File: src/pkg/ccx_pkg.sv
package ccx_pkg;
  localparam logic [7:0] OP_RETURN_NEAR     = 8'hc3;
  localparam logic [7:0] OP_RETURN_NEAR_IMM = 8'hc2;
  localparam logic [7:0] OP_RETURN_FAR      = 8'hcb;
  localparam logic [7:0] OP_RETURN_FAR_IMM  = 8'hca;
  localparam logic [3:0] OP_JCC_HIGH        = 4'h7;
  localparam logic [7:0] OP_JUMP_COUNT_ZERO = 8'he3;
  localparam logic [7:0] OP_LOOP_COUNT      = 8'he2;
  localparam logic [7:0] OP_LOOP_ZERO       = 8'he1;
  localparam logic [7:0] OP_LOOP_NOT_ZERO   = 8'he0;
  localparam logic [7:0] OP_ENTER           = 8'hc8;
  localparam logic [7:0] OP_LEAVE           = 8'hc9;
  localparam logic [7:0] OP_SOFT_INT        = 8'hcd;
  localparam logic [7:0] OP_BREAKPOINT      = 8'hcc;
  localparam logic [7:0] OP_OVERFLOW_TRAP   = 8'hce;
  localparam logic [7:0] OP_INT_RETURN      = 8'hcf;
  localparam logic [7:0] OP_BOUND           = 8'h62;
  localparam logic [7:0] OP_CARRY_CLEAR     = 8'hf8;
  localparam logic [7:0] OP_CARRY_COMPL     = 8'hf5;
  localparam logic [7:0] OP_CARRY_SET       = 8'hf9;
  localparam logic [7:0] OP_DIR_CLEAR       = 8'hfc;
  localparam logic [7:0] OP_DIR_SET         = 8'hfd;
  localparam logic [7:0] OP_IE_CLEAR        = 8'hfa;
  localparam logic [7:0] OP_IE_SET          = 8'hfb;
  localparam logic [7:0] OP_HALT            = 8'hf4;
  localparam logic [7:0] OP_LOCK            = 8'hf0;
  localparam logic [4:0] OP_ESCAPE_HIGH     = 5'h1b;
  localparam logic [2:0] SEG_PFX_TOP        = 3'h1;
  localparam logic [2:0] SEG_PFX_LOW        = 3'h6;
  localparam logic [7:0] BREAKPOINT_VECTOR  = 8'h03;

  localparam logic [1:0] SEG_EXTRA = 2'h0;
  localparam logic [1:0] SEG_CODE  = 2'h1;
  localparam logic [1:0] SEG_STACK = 2'h2;
  localparam logic [1:0] SEG_DATA  = 2'h3;

  // cycle costs; where a pair depends on the bus, 16-bit bus then 8-bit bus
  localparam logic [15:0] CYC_RN_16 = 16'h0010, CYC_RN_8 = 16'h0014;
  localparam logic [15:0] CYC_RNI_16 = 16'h0012, CYC_RNI_8 = 16'h0016;
  localparam logic [15:0] CYC_RF_16 = 16'h0016, CYC_RF_8 = 16'h001e;
  localparam logic [15:0] CYC_RFI_16 = 16'h0019, CYC_RFI_8 = 16'h0021;
  localparam logic [15:0] CYC_JCC_NT = 16'h0004, CYC_JCC_T = 16'h000d;
  localparam logic [15:0] CYC_JCZ_NT = 16'h0005, CYC_JCZ_T = 16'h000f;
  localparam logic [15:0] CYC_LOOP_NT = 16'h0006, CYC_LOOP_T = 16'h0010;
  localparam logic [15:0] CYC_EN0_16 = 16'h000f, CYC_EN0_8 = 16'h0013;
  localparam logic [15:0] CYC_EN1_16 = 16'h0019, CYC_EN1_8 = 16'h001d;
  localparam logic [15:0] CYC_ENN_16 = 16'h0016, CYC_ENN_8 = 16'h001a;
  localparam logic [15:0] CYC_ENS_16 = 16'h0010, CYC_ENS_8 = 16'h0014;
  localparam logic [15:0] CYC_LEAVE = 16'h0008;
  localparam logic [15:0] CYC_SOFT_INT = 16'h002f, CYC_BREAKPOINT = 16'h002d;
  localparam logic [15:0] CYC_OVF_T = 16'h0030, CYC_OVF_NT = 16'h0004;
  localparam logic [15:0] CYC_INT_RETURN = 16'h001c;
  localparam logic [15:0] CYC_BOUND = 16'h0023;
  localparam logic [15:0] CYC_FLAG_OP = 16'h0002, CYC_HALT = 16'h0002;
  localparam logic [15:0] CYC_LOCK_16 = 16'h0002, CYC_LOCK_8 = 16'h0003;
  localparam logic [15:0] CYC_ESCAPE = 16'h0006;

  typedef enum logic [2:0] {
    ST_OPCODE, ST_MODE, ST_DISP_LO, ST_DISP_HI, ST_IMM_LO, ST_IMM_HI, ST_LEVEL
  } ccx_state_type;

  typedef enum logic [4:0] {
    CL_NONE, CL_RETURN_NEAR, CL_RETURN_NEAR_IMM, CL_RETURN_FAR, CL_RETURN_FAR_IMM,
    CL_JCC, CL_JUMP_COUNT_ZERO, CL_LOOP, CL_LOOP_Z, CL_LOOP_NZ, CL_ENTER, CL_LEAVE,
    CL_SOFT_INT, CL_BREAKPOINT, CL_OVERFLOW_TRAP, CL_INT_RETURN, CL_BOUND,
    CL_CARRY_CLEAR, CL_CARRY_COMPL, CL_CARRY_SET, CL_DIR_CLEAR, CL_DIR_SET,
    CL_IE_CLEAR, CL_IE_SET, CL_HALT, CL_COPROC_ESCAPE, CL_UNKNOWN
  } ccx_class_type;
endpackage : ccx_pkg

File: src/verilog/ccx_decoder.sv
`timescale 1ns/1ps
`default_nettype none
module ccx_decoder #(
  parameter logic [7:0] OVF_VECTOR = 8'h04
) (
  input  wire logic                   i_mclk,
  input  wire logic                   i_rstn,
  input  wire logic [7:0]             i_byte,
  input  wire logic                   i_byte_valid,
  input  wire logic                   i_bus8,
  input  wire logic                   i_word_op,
  input  wire logic                   i_string_dest,
  input  wire logic [3:0]             i_mem_xfers,
  input  wire logic                   i_carry,
  input  wire logic                   i_zero,
  input  wire logic                   i_sign,
  input  wire logic                   i_overflow,
  input  wire logic                   i_parity,
  input  wire logic [15:0]            i_count,
  input  wire logic [15:0]            i_base,
  input  wire logic [15:0]            i_src_idx,
  input  wire logic [15:0]            i_dst_idx,
  input  wire logic [15:0]            i_frame,
  output logic                        o_valid,
  output ccx_pkg::ccx_class_type      o_class,
  output logic [15:0]                 o_cycles,
  output logic                        o_taken,
  output logic [15:0]                 o_disp,
  output logic [15:0]                 o_imm,
  output logic [7:0]                  o_level,
  output logic [7:0]                  o_int_vector,
  output logic [15:0]                 o_eff_addr,
  output logic                        o_eff_addr_valid,
  output logic [1:0]                  o_seg,
  output logic                        o_lock,
  output logic [5:0]                  o_escape_code,
  output logic [2:0]                  o_reg_idx,
  output logic                        o_reg_high,
  output logic                        o_rm_is_reg
);
  import ccx_pkg::*;

  typedef struct packed {
    ccx_state_type st;
    logic [7:0]    op;
    logic [7:0]    mode;
    logic [15:0]   disp;
    logic [15:0]   imm;
    logic          ovr_v;
    logic [1:0]    ovr_seg;
    logic          lock_p;
    logic [15:0]   pfx_cyc;
    logic          valid;
    ccx_class_type cls;
    logic [15:0]   cycles;
    logic          taken;
    logic [7:0]    level;
    logic [7:0]    vector;
    logic [15:0]   ea;
    logic          ea_v;
    logic [1:0]    seg;
    logic          lock;
    logic [5:0]    coprocessor_escape_op;
    logic [2:0]    reg_idx;
    logic          reg_high;
    logic          rm_reg;
  } ccx_regs_type;

  ccx_regs_type q, d;

  function automatic ccx_class_type classify(input logic [7:0] op);
    if (op[7:4] == OP_JCC_HIGH) return CL_JCC;
    if (op[7:3] == OP_ESCAPE_HIGH) return CL_COPROC_ESCAPE;
    case (op)
      OP_RETURN_NEAR:     return CL_RETURN_NEAR;
      OP_RETURN_NEAR_IMM: return CL_RETURN_NEAR_IMM;
      OP_RETURN_FAR:      return CL_RETURN_FAR;
      OP_RETURN_FAR_IMM:  return CL_RETURN_FAR_IMM;
      OP_JUMP_COUNT_ZERO: return CL_JUMP_COUNT_ZERO;
      OP_LOOP_COUNT:      return CL_LOOP;
      OP_LOOP_ZERO:       return CL_LOOP_Z;
      OP_LOOP_NOT_ZERO:   return CL_LOOP_NZ;
      OP_ENTER:           return CL_ENTER;
      OP_LEAVE:           return CL_LEAVE;
      OP_SOFT_INT:        return CL_SOFT_INT;
      OP_BREAKPOINT:      return CL_BREAKPOINT;
      OP_OVERFLOW_TRAP:   return CL_OVERFLOW_TRAP;
      OP_INT_RETURN:      return CL_INT_RETURN;
      OP_BOUND:           return CL_BOUND;
      OP_CARRY_CLEAR:     return CL_CARRY_CLEAR;
      OP_CARRY_COMPL:     return CL_CARRY_COMPL;
      OP_CARRY_SET:       return CL_CARRY_SET;
      OP_DIR_CLEAR:       return CL_DIR_CLEAR;
      OP_DIR_SET:         return CL_DIR_SET;
      OP_IE_CLEAR:        return CL_IE_CLEAR;
      OP_IE_SET:          return CL_IE_SET;
      OP_HALT:            return CL_HALT;
      default:            return CL_UNKNOWN;
    endcase
  endfunction : classify

  // flag condition from the low nibble
  function automatic logic jcc_cond(input logic [3:0] c, input logic cf, input logic zf,
                                    input logic sf, input logic of, input logic pf);
    logic r;
    r = 1'b0;
    case (c[3:1])
      3'h0: r = of;
      3'h1: r = cf;
      3'h2: r = zf;
      3'h3: r = cf | zf;
      3'h4: r = sf;
      3'h5: r = pf;
      3'h6: r = sf ^ of;
      default: r = (sf ^ of) | zf;
    endcase
    return r ^ c[0];
  endfunction : jcc_cond

  function automatic logic [15:0] pick(input logic b8, input logic [15:0] w16,
                                       input logic [15:0] w8);
    return b8 ? w8 : w16;
  endfunction : pick

  ccx_class_type cls_in;
  ccx_class_type cls_f;
  logic          fin;
  logic [7:0]    op_f;
  logic [7:0]    mode_f;
  logic [7:0]    lvl_f;
  logic [15:0]   lvm1;
  logic [15:0]   pen;
  logic          long_disp;
  logic          mem_op;
  logic          tk;
  logic [15:0]   cyc;

  always_comb begin
    d         = q;
    d.valid   = 1'b0;
    fin       = 1'b0;
    lvl_f     = 8'h00;
    cls_in    = classify(i_byte);
    long_disp = (q.mode[7:6] == 2'b10) || (q.mode[7:6] == 2'b00 && q.mode[2:0] == 3'h6);
    case (q.st)
      ST_OPCODE: begin
        if (i_byte_valid) begin
          d.op   = i_byte;
          d.mode = 8'h00;
          d.disp = 16'h0000;
          d.imm  = 16'h0000;
          if (i_byte[7:5] == SEG_PFX_TOP && i_byte[2:0] == SEG_PFX_LOW) begin
            d.ovr_v   = 1'b1;
            d.ovr_seg = i_byte[4:3];
          end else if (i_byte == OP_LOCK) begin
            d.lock_p  = 1'b1;
            d.pfx_cyc = q.pfx_cyc + pick(i_bus8, CYC_LOCK_16, CYC_LOCK_8);
          end else if (cls_in == CL_BOUND || cls_in == CL_COPROC_ESCAPE) begin
            d.st = ST_MODE;
          end else if (cls_in inside {CL_JCC, CL_JUMP_COUNT_ZERO, CL_LOOP, CL_LOOP_Z,
                                      CL_LOOP_NZ}) begin
            d.st = ST_DISP_LO;
          end else if (cls_in inside {CL_RETURN_NEAR_IMM, CL_RETURN_FAR_IMM, CL_ENTER,
                                      CL_SOFT_INT}) begin
            d.st = ST_IMM_LO;
          end else begin
            fin = 1'b1;
          end
        end
      end
      ST_MODE: begin
        if (i_byte_valid) begin
          d.mode = i_byte;
          if (i_byte[7:6] == 2'b01 || i_byte[7:6] == 2'b10 ||
              (i_byte[7:6] == 2'b00 && i_byte[2:0] == 3'h6)) begin
            d.st = ST_DISP_LO;
          end else begin
            fin = 1'b1;
          end
        end
      end
      ST_DISP_LO: begin
        if (i_byte_valid) begin
          d.disp = {{8{i_byte[7]}}, i_byte};
          if (long_disp) d.st = ST_DISP_HI;
          else fin = 1'b1;
        end
      end
      ST_DISP_HI: begin
        if (i_byte_valid) begin
          d.disp[15:8] = i_byte;
          fin = 1'b1;
        end
      end
      ST_IMM_LO: begin
        if (i_byte_valid) begin
          d.imm = {8'h00, i_byte};
          if (q.op == OP_SOFT_INT) fin = 1'b1;
          else d.st = ST_IMM_HI;
        end
      end
      ST_IMM_HI: begin
        if (i_byte_valid) begin
          d.imm[15:8] = i_byte;
          if (q.op == OP_ENTER) d.st = ST_LEVEL;
          else fin = 1'b1;
        end
      end
      ST_LEVEL: begin
        if (i_byte_valid) begin
          lvl_f = i_byte;
          fin = 1'b1;
        end
      end
      default: d.st = ST_OPCODE;
    endcase

    op_f   = (q.st == ST_OPCODE) ? i_byte : q.op;
    mode_f = (q.st == ST_MODE) ? i_byte : q.mode;
    cls_f  = classify(op_f);
    mem_op = (cls_f == CL_BOUND || cls_f == CL_COPROC_ESCAPE) && mode_f[7:6] != 2'b11;
    lvm1   = {8'h00, lvl_f} - 16'h0001;
    pen    = (i_bus8 && i_word_op && mem_op) ? {10'h000, i_mem_xfers, 2'b00} : 16'h0000;
    tk     = 1'b0;
    cyc    = 16'h0000;
    case (cls_f)
      CL_RETURN_NEAR:     cyc = pick(i_bus8, CYC_RN_16, CYC_RN_8);
      CL_RETURN_NEAR_IMM: cyc = pick(i_bus8, CYC_RNI_16, CYC_RNI_8);
      CL_RETURN_FAR:      cyc = pick(i_bus8, CYC_RF_16, CYC_RF_8);
      CL_RETURN_FAR_IMM:  cyc = pick(i_bus8, CYC_RFI_16, CYC_RFI_8);
      CL_JCC: begin
        tk  = jcc_cond(op_f[3:0], i_carry, i_zero, i_sign, i_overflow, i_parity);
        cyc = tk ? CYC_JCC_T : CYC_JCC_NT;
      end
      CL_JUMP_COUNT_ZERO: begin
        tk  = (i_count == 16'h0000);
        cyc = tk ? CYC_JCZ_T : CYC_JCZ_NT;
      end
      CL_LOOP, CL_LOOP_Z, CL_LOOP_NZ: begin
        tk  = (i_count != 16'h0001) && (cls_f == CL_LOOP || (cls_f == CL_LOOP_Z) == i_zero);
        cyc = tk ? CYC_LOOP_T : CYC_LOOP_NT;
      end
      CL_ENTER: begin
        if (lvl_f == 8'h00) cyc = pick(i_bus8, CYC_EN0_16, CYC_EN0_8);
        else if (lvl_f == 8'h01) cyc = pick(i_bus8, CYC_EN1_16, CYC_EN1_8);
        else cyc = pick(i_bus8, CYC_ENN_16, CYC_ENN_8)
                   + 16'(lvm1 * pick(i_bus8, CYC_ENS_16, CYC_ENS_8));
      end
      CL_LEAVE:         cyc = CYC_LEAVE;
      CL_SOFT_INT:      cyc = CYC_SOFT_INT;
      CL_BREAKPOINT:    cyc = CYC_BREAKPOINT;
      CL_OVERFLOW_TRAP: begin
        tk  = i_overflow;
        cyc = tk ? CYC_OVF_T : CYC_OVF_NT;
      end
      CL_INT_RETURN:    cyc = CYC_INT_RETURN;
      CL_BOUND:         cyc = CYC_BOUND + pen;
      CL_CARRY_CLEAR, CL_CARRY_COMPL, CL_CARRY_SET,
      CL_DIR_CLEAR, CL_DIR_SET, CL_IE_CLEAR, CL_IE_SET: cyc = CYC_FLAG_OP;
      CL_HALT:          cyc = CYC_HALT;
      CL_COPROC_ESCAPE: cyc = CYC_ESCAPE + pen;
      default:          cyc = 16'h0000;
    endcase

    if (fin) begin
      d.st       = ST_OPCODE;
      d.valid    = 1'b1;
      d.cls      = cls_f;
      d.cycles   = q.pfx_cyc + cyc;
      d.taken    = tk;
      d.level    = lvl_f;
      d.vector   = (cls_f == CL_BREAKPOINT) ? BREAKPOINT_VECTOR :
                   (cls_f == CL_OVERFLOW_TRAP) ? OVF_VECTOR : d.imm[7:0];
      d.lock     = q.lock_p;
      d.coprocessor_escape_op      = {op_f[2:0], mode_f[5:3]};
      d.rm_reg   = mem_op ? 1'b0 : (mode_f[7:6] == 2'b11);
      d.reg_idx  = i_word_op ? mode_f[5:3] : {1'b0, mode_f[4:3]};
      d.reg_high = !i_word_op && mode_f[5];
      d.ea_v     = mem_op;
      case (mode_f[2:0])
        3'h0: d.ea = i_base + i_src_idx + d.disp;
        3'h1: d.ea = i_base + i_dst_idx + d.disp;
        3'h2: d.ea = i_frame + i_src_idx + d.disp;
        3'h3: d.ea = i_frame + i_dst_idx + d.disp;
        3'h4: d.ea = i_src_idx + d.disp;
        3'h5: d.ea = i_dst_idx + d.disp;
        3'h6: d.ea = (mode_f[7:6] == 2'b00) ? d.disp : i_frame + d.disp;
        default: d.ea = i_base + d.disp;
      endcase
      if (i_string_dest) d.seg = SEG_EXTRA;
      else if (q.ovr_v) d.seg = q.ovr_seg;
      else if (mode_f[2:1] == 2'b01 || (mode_f[2:0] == 3'h6 && mode_f[7:6] != 2'b00))
        d.seg = SEG_STACK;
      else d.seg = SEG_DATA;
      d.ovr_v    = 1'b0;
      d.lock_p   = 1'b0;
      d.pfx_cyc  = 16'h0000;
    end
  end

  always_ff @(posedge i_mclk) begin
    if (!i_rstn) q <= '0;
    else q <= d;
  end

  assign o_valid          = q.valid;
  assign o_class          = q.cls;
  assign o_cycles         = q.cycles;
  assign o_taken          = q.taken;
  assign o_disp           = q.disp;
  assign o_imm            = q.imm;
  assign o_level          = q.level;
  assign o_int_vector     = q.vector;
  assign o_eff_addr       = q.ea;
  assign o_eff_addr_valid = q.ea_v;
  assign o_seg            = q.seg;
  assign o_lock           = q.lock;
  assign o_escape_code    = q.coprocessor_escape_op;
  assign o_reg_idx        = q.reg_idx;
  assign o_reg_high       = q.reg_high;
  assign o_rm_is_reg      = q.rm_reg;
endmodule : ccx_decoder
`default_nettype wire

File: config.mk
export PLATFORM = sky130hd
export DESIGN_NAME = ccx_decoder
export DESIGN_NICKNAME = d
export VERILOG_FILES = /design/src/pkg/ccx_pkg.sv /design/src/verilog/ccx_decoder.sv
export SDC_FILE = /design/constraint.sdc
export NUM_CORES = 1
export LEC_CHECK = 0
export ABC_AREA = 1
export BUFFER_PORTS_ARGS = -buffer_cell sky130_fd_sc_hd__buf_2
export CORE_ASPECT_RATIO = 0.75
export CORE_UTILIZATION = 65
export CTS_CLUSTER_DIAMETER = 200
export DETAILED_ROUTE_END_ITERATION = 8
export MAX_ROUTING_LAYER = met4
export PLACE_DENSITY = 0.86
export SYNTH_ARGS = -nofsm -noshare
export SYNTH_HDL_FRONTEND = slang
export SYNTH_SLANG_ARGS = --single-unit
export TNS_END_PERCENT = 5
File: constraint.sdc
create_clock -name i_mclk -period 18.2 [get_ports i_mclk]
set_input_delay 3.64 -clock i_mclk [delete_from_list [all_inputs] [get_ports i_mclk]]
set_output_delay 3.64 -clock i_mclk [all_outputs]
set_load 0.05 [all_outputs]
==> impl_metrics.csv <==
group,metric,value,unit
die,die_width,184,µm
routing,vias,17507,
critical_path,crit_fanout,17,
clock_tree,cts_root_buffer,"clkbuf_16",
sta,slew_violations,0,
clock_tree,clock-sinks,139,
die,core_region_area,24200,µm²
critical_path,cpMaxStageDelayCell,"nor2_1",
routing,drcViolationCount,0,
pwr,power_density,70.5,nW/µm²
critical_path,crit_path_end_kind,"register",
clock_tree,htree_levels,4,
sta,finalSetupViolCount,0,
placed_design,dp_cells,2844,
synth,post-synth-top-area-cell,"dfxtp_1",
synth,synth_edf_count,0,
clock_tree,ctsHoldBuffers,0,
sta,fin_tns_setup,0,ps
pwr,peakVddDrop,0.0780,mV
pwr,intPower,0.733,mW
clock_tree,cts.clk_slew.worst_paths,60,ps
status,status,"complete, no violations",
sta,hold_viol_final,0,
final_layout,fin_cells,2876,
pwr,finalPower,1.23,mW
routing,wl,56.6,mm
sta,timing.final.crit_share,0.485,
pwr,combPwrFrac,0.394,
sta,clock.fmax,113,MHz
placed_design,dp_slack,9190,ps
critical_path,r2r_end,"o_eff_addr[12]",
sta,setup_slack,9380,ps
placed_design,gp_congestion,1.07,
critical_path,max_stage_delay,440,ps
pwr,p_seq_frac,0.269,
critical_path,critPathKind,"input port to register",
hold_path,hold_end,"q[87]",
pwr,switching_share,0.402,
run,drv_cap,0,
global_routing,grtUsageTotal,0.450,
sta,hold_ws,450,ps
synth,async_flop_share,0,
sta,skew,10.4,ps
placed_design,dpl.hpwl,45.2,mm
final_layout,drive_above_1_share,0.131,
synth,syn_avg_cell_area,6.62,µm²
critical_path,start_kind,"input port",
final_layout,antenna_cells,0,
critical_path,worstRegToRegCells,29,
global_routing,grt_pass1_wl,85.9,mm
clock_tree,postCtsResizedCells,0,
final_layout,nets,2844,
pwr,leakagePower,9.13,nW
routing,drt_iter0_markers,2222,
critical_path,r2r-start,"q[139]",
pwr,clkPwrFrac,0.337,
synth,ys_types,63,
global_routing,grt_pass1_vias,15717,
die,io_pins,205,
sta,rsz0062_at_grt,"false",
critical_path,cp.required,18510,ps
critical_path,r2r_slack,11850,ps
synth,synthCells,2441,
synth,ys_seq_elements,139,
routing,first_pass_iters,7,
pwr,p_switching,0.493,mW
synth,syn_nets,2753,
clock_tree,post_cts_buffers,0,
hold_path,min_from,"q[87]",
clock_tree,cts_tree,"built",
sta,worst_pin_slew,987,ps
synth,yosys_warnings,0,
synth,ys_seq_area_frac,0.172,
die,dieHeight,139,µm
die,row_count,49,
sta,relSlewSlack,0.337,
final_layout,area_growth,7.66,%
routing,wl_per_cell,19.7,µm
critical_path,cp_num_buf_inv,2,
global_routing,antenna_found_initial,0,
synth,synth_top_area_frac,0.172,
critical_path,crit_arrival,9130,ps
final_layout,regMostFlops,"q",
critical_path,critical_path.top_delay_family,"compound AO/OA/AOI/OAI gates",
final_layout,final_cell_mix,"nand2_1 (422), inv_1 (409), a21oi_1 (225)",
die,start_util,0.669,
global_routing,grt_max_degree,70,
routing,viasPerCell,6.09,
global_routing,grt-ovfl-total,0,
sta,fin_crit,8820,ps
placed_design,port_buffers,204,
clock_tree,clk_latency,440,ps
final_layout,final_common_cell,"nand2_1",
hold_path,min_path_type,"register to register",
clock_tree,cts_buffer_depth,2,
synth,synth.top_cells.by_area,"dfxtp_1 (17%), ha_1 (11%), nand2_1 (9.8%)",
critical_path,crit_top_cell,"ha_1",
routing,ant_nets,0,
synth,synth_area,16200,µm²
synth,ys.flop_type,"dfxtp_1",
hold_path,hold_path_depth,2,
die,die_area,25500,µm²
clock_tree,numCtsBuffers,17,
final_layout,largest_reg_flops,39,
layout make-up:
cell class	count	area, µm²
Multi-Input combinational cell	1725	10800
Fill cell	2040	6760
Sequential cell	139	2780
Inverter	433	1630
Timing Repair Buffer	216	1110
Clock buffer	21	440
Tap cell	331	414
Clock inverter	11	241
worst register-to-register path: cells and delay by family, from the launching register on:
family	cells	cell delay, ps
compound gates	4	1140
xor+xnor	1	140
flops	1	350
fa+ha+maj	1	400
simple gates	18	3040
buf+inv	5	1180
worst max path at each step:
stage                 start      endpoint  slack (ps)  cells after the start
3_3_place_gp   i_byte_valid  o_cycles[15]        9330                     30
4_1_cts        i_byte_valid  o_cycles[15]        9530                     27
5_1_grt        i_byte_valid  o_cycles[15]        8970                     30
2_1_floorplan  i_byte_valid  o_cycles[15]        9590                     31
6_report       i_byte_valid  o_cycles[15]        9380                     27
3_5_place_dp   i_byte_valid  o_cycles[15]        9190                     27
stage by stage:
| step | cell area, µm² | utilization |
|---|---|---|
| detailed placement | 16700 | 0.692 |
| CTS | 17400 | 0.720 |
| global route | 17400 | 0.720 |
| finish | 17400 | 0.720 |
| global placement | 16700 | 0.692 |
| floorplan | 16200 | - |
Yosys cell counts (14+ instances only):
master and n:
nand4_1 32, or2_2 16, inv_1 409, a21oi_1 225, buf_2 14, o21ai_0 142, o22ai_1 32, xor2_1 49
nand3_1 160, buf_4 99, inv_2 20, nor3_1 34, xnor2_1 34, nand2_1 422, o21ai_1 26, nor2_1 198
dfxtp_1 139, ha_1 141, fa_1 68, clkbuf_1 22, nor2_2 22
cells by family (layout without fill, tap and decap cells):
kind of cell	Yosys count	count (layout)	share of synthesized area
AND/OR/NAND/NOR	922	922	0.251
adder cells (fa/ha/maj)	209	209	0.193
XOR/XNOR	83	83	0.0450
AO/OA/AOI/OAI	510	510	0.178
other	1	1	0.000232
buffers and inverters	577	681	0.160
flip-flops	139	139	0.172
layer usage:
layer	vias up	global-route usage	share of wire
met3	124	0.155	0.17
met1	7981	0.649	0.43
met2	1315	0.595	0.39
met5	-	-	0
met4	0	0.0978	0.019
li1	8087	-	-
power groups by stage:
stage	clock, mW	sequential, mW	combinational, mW
finish	0.413	0.330	0.484
global route	0.424	0.330	0.523
CTS	0.410	0.329	0.464
detailed placement	0	0.336	0.460
global placement	0	0.335	0.450
floorplan	0	0.333	0.346
(Power assumes the default switching activity.)
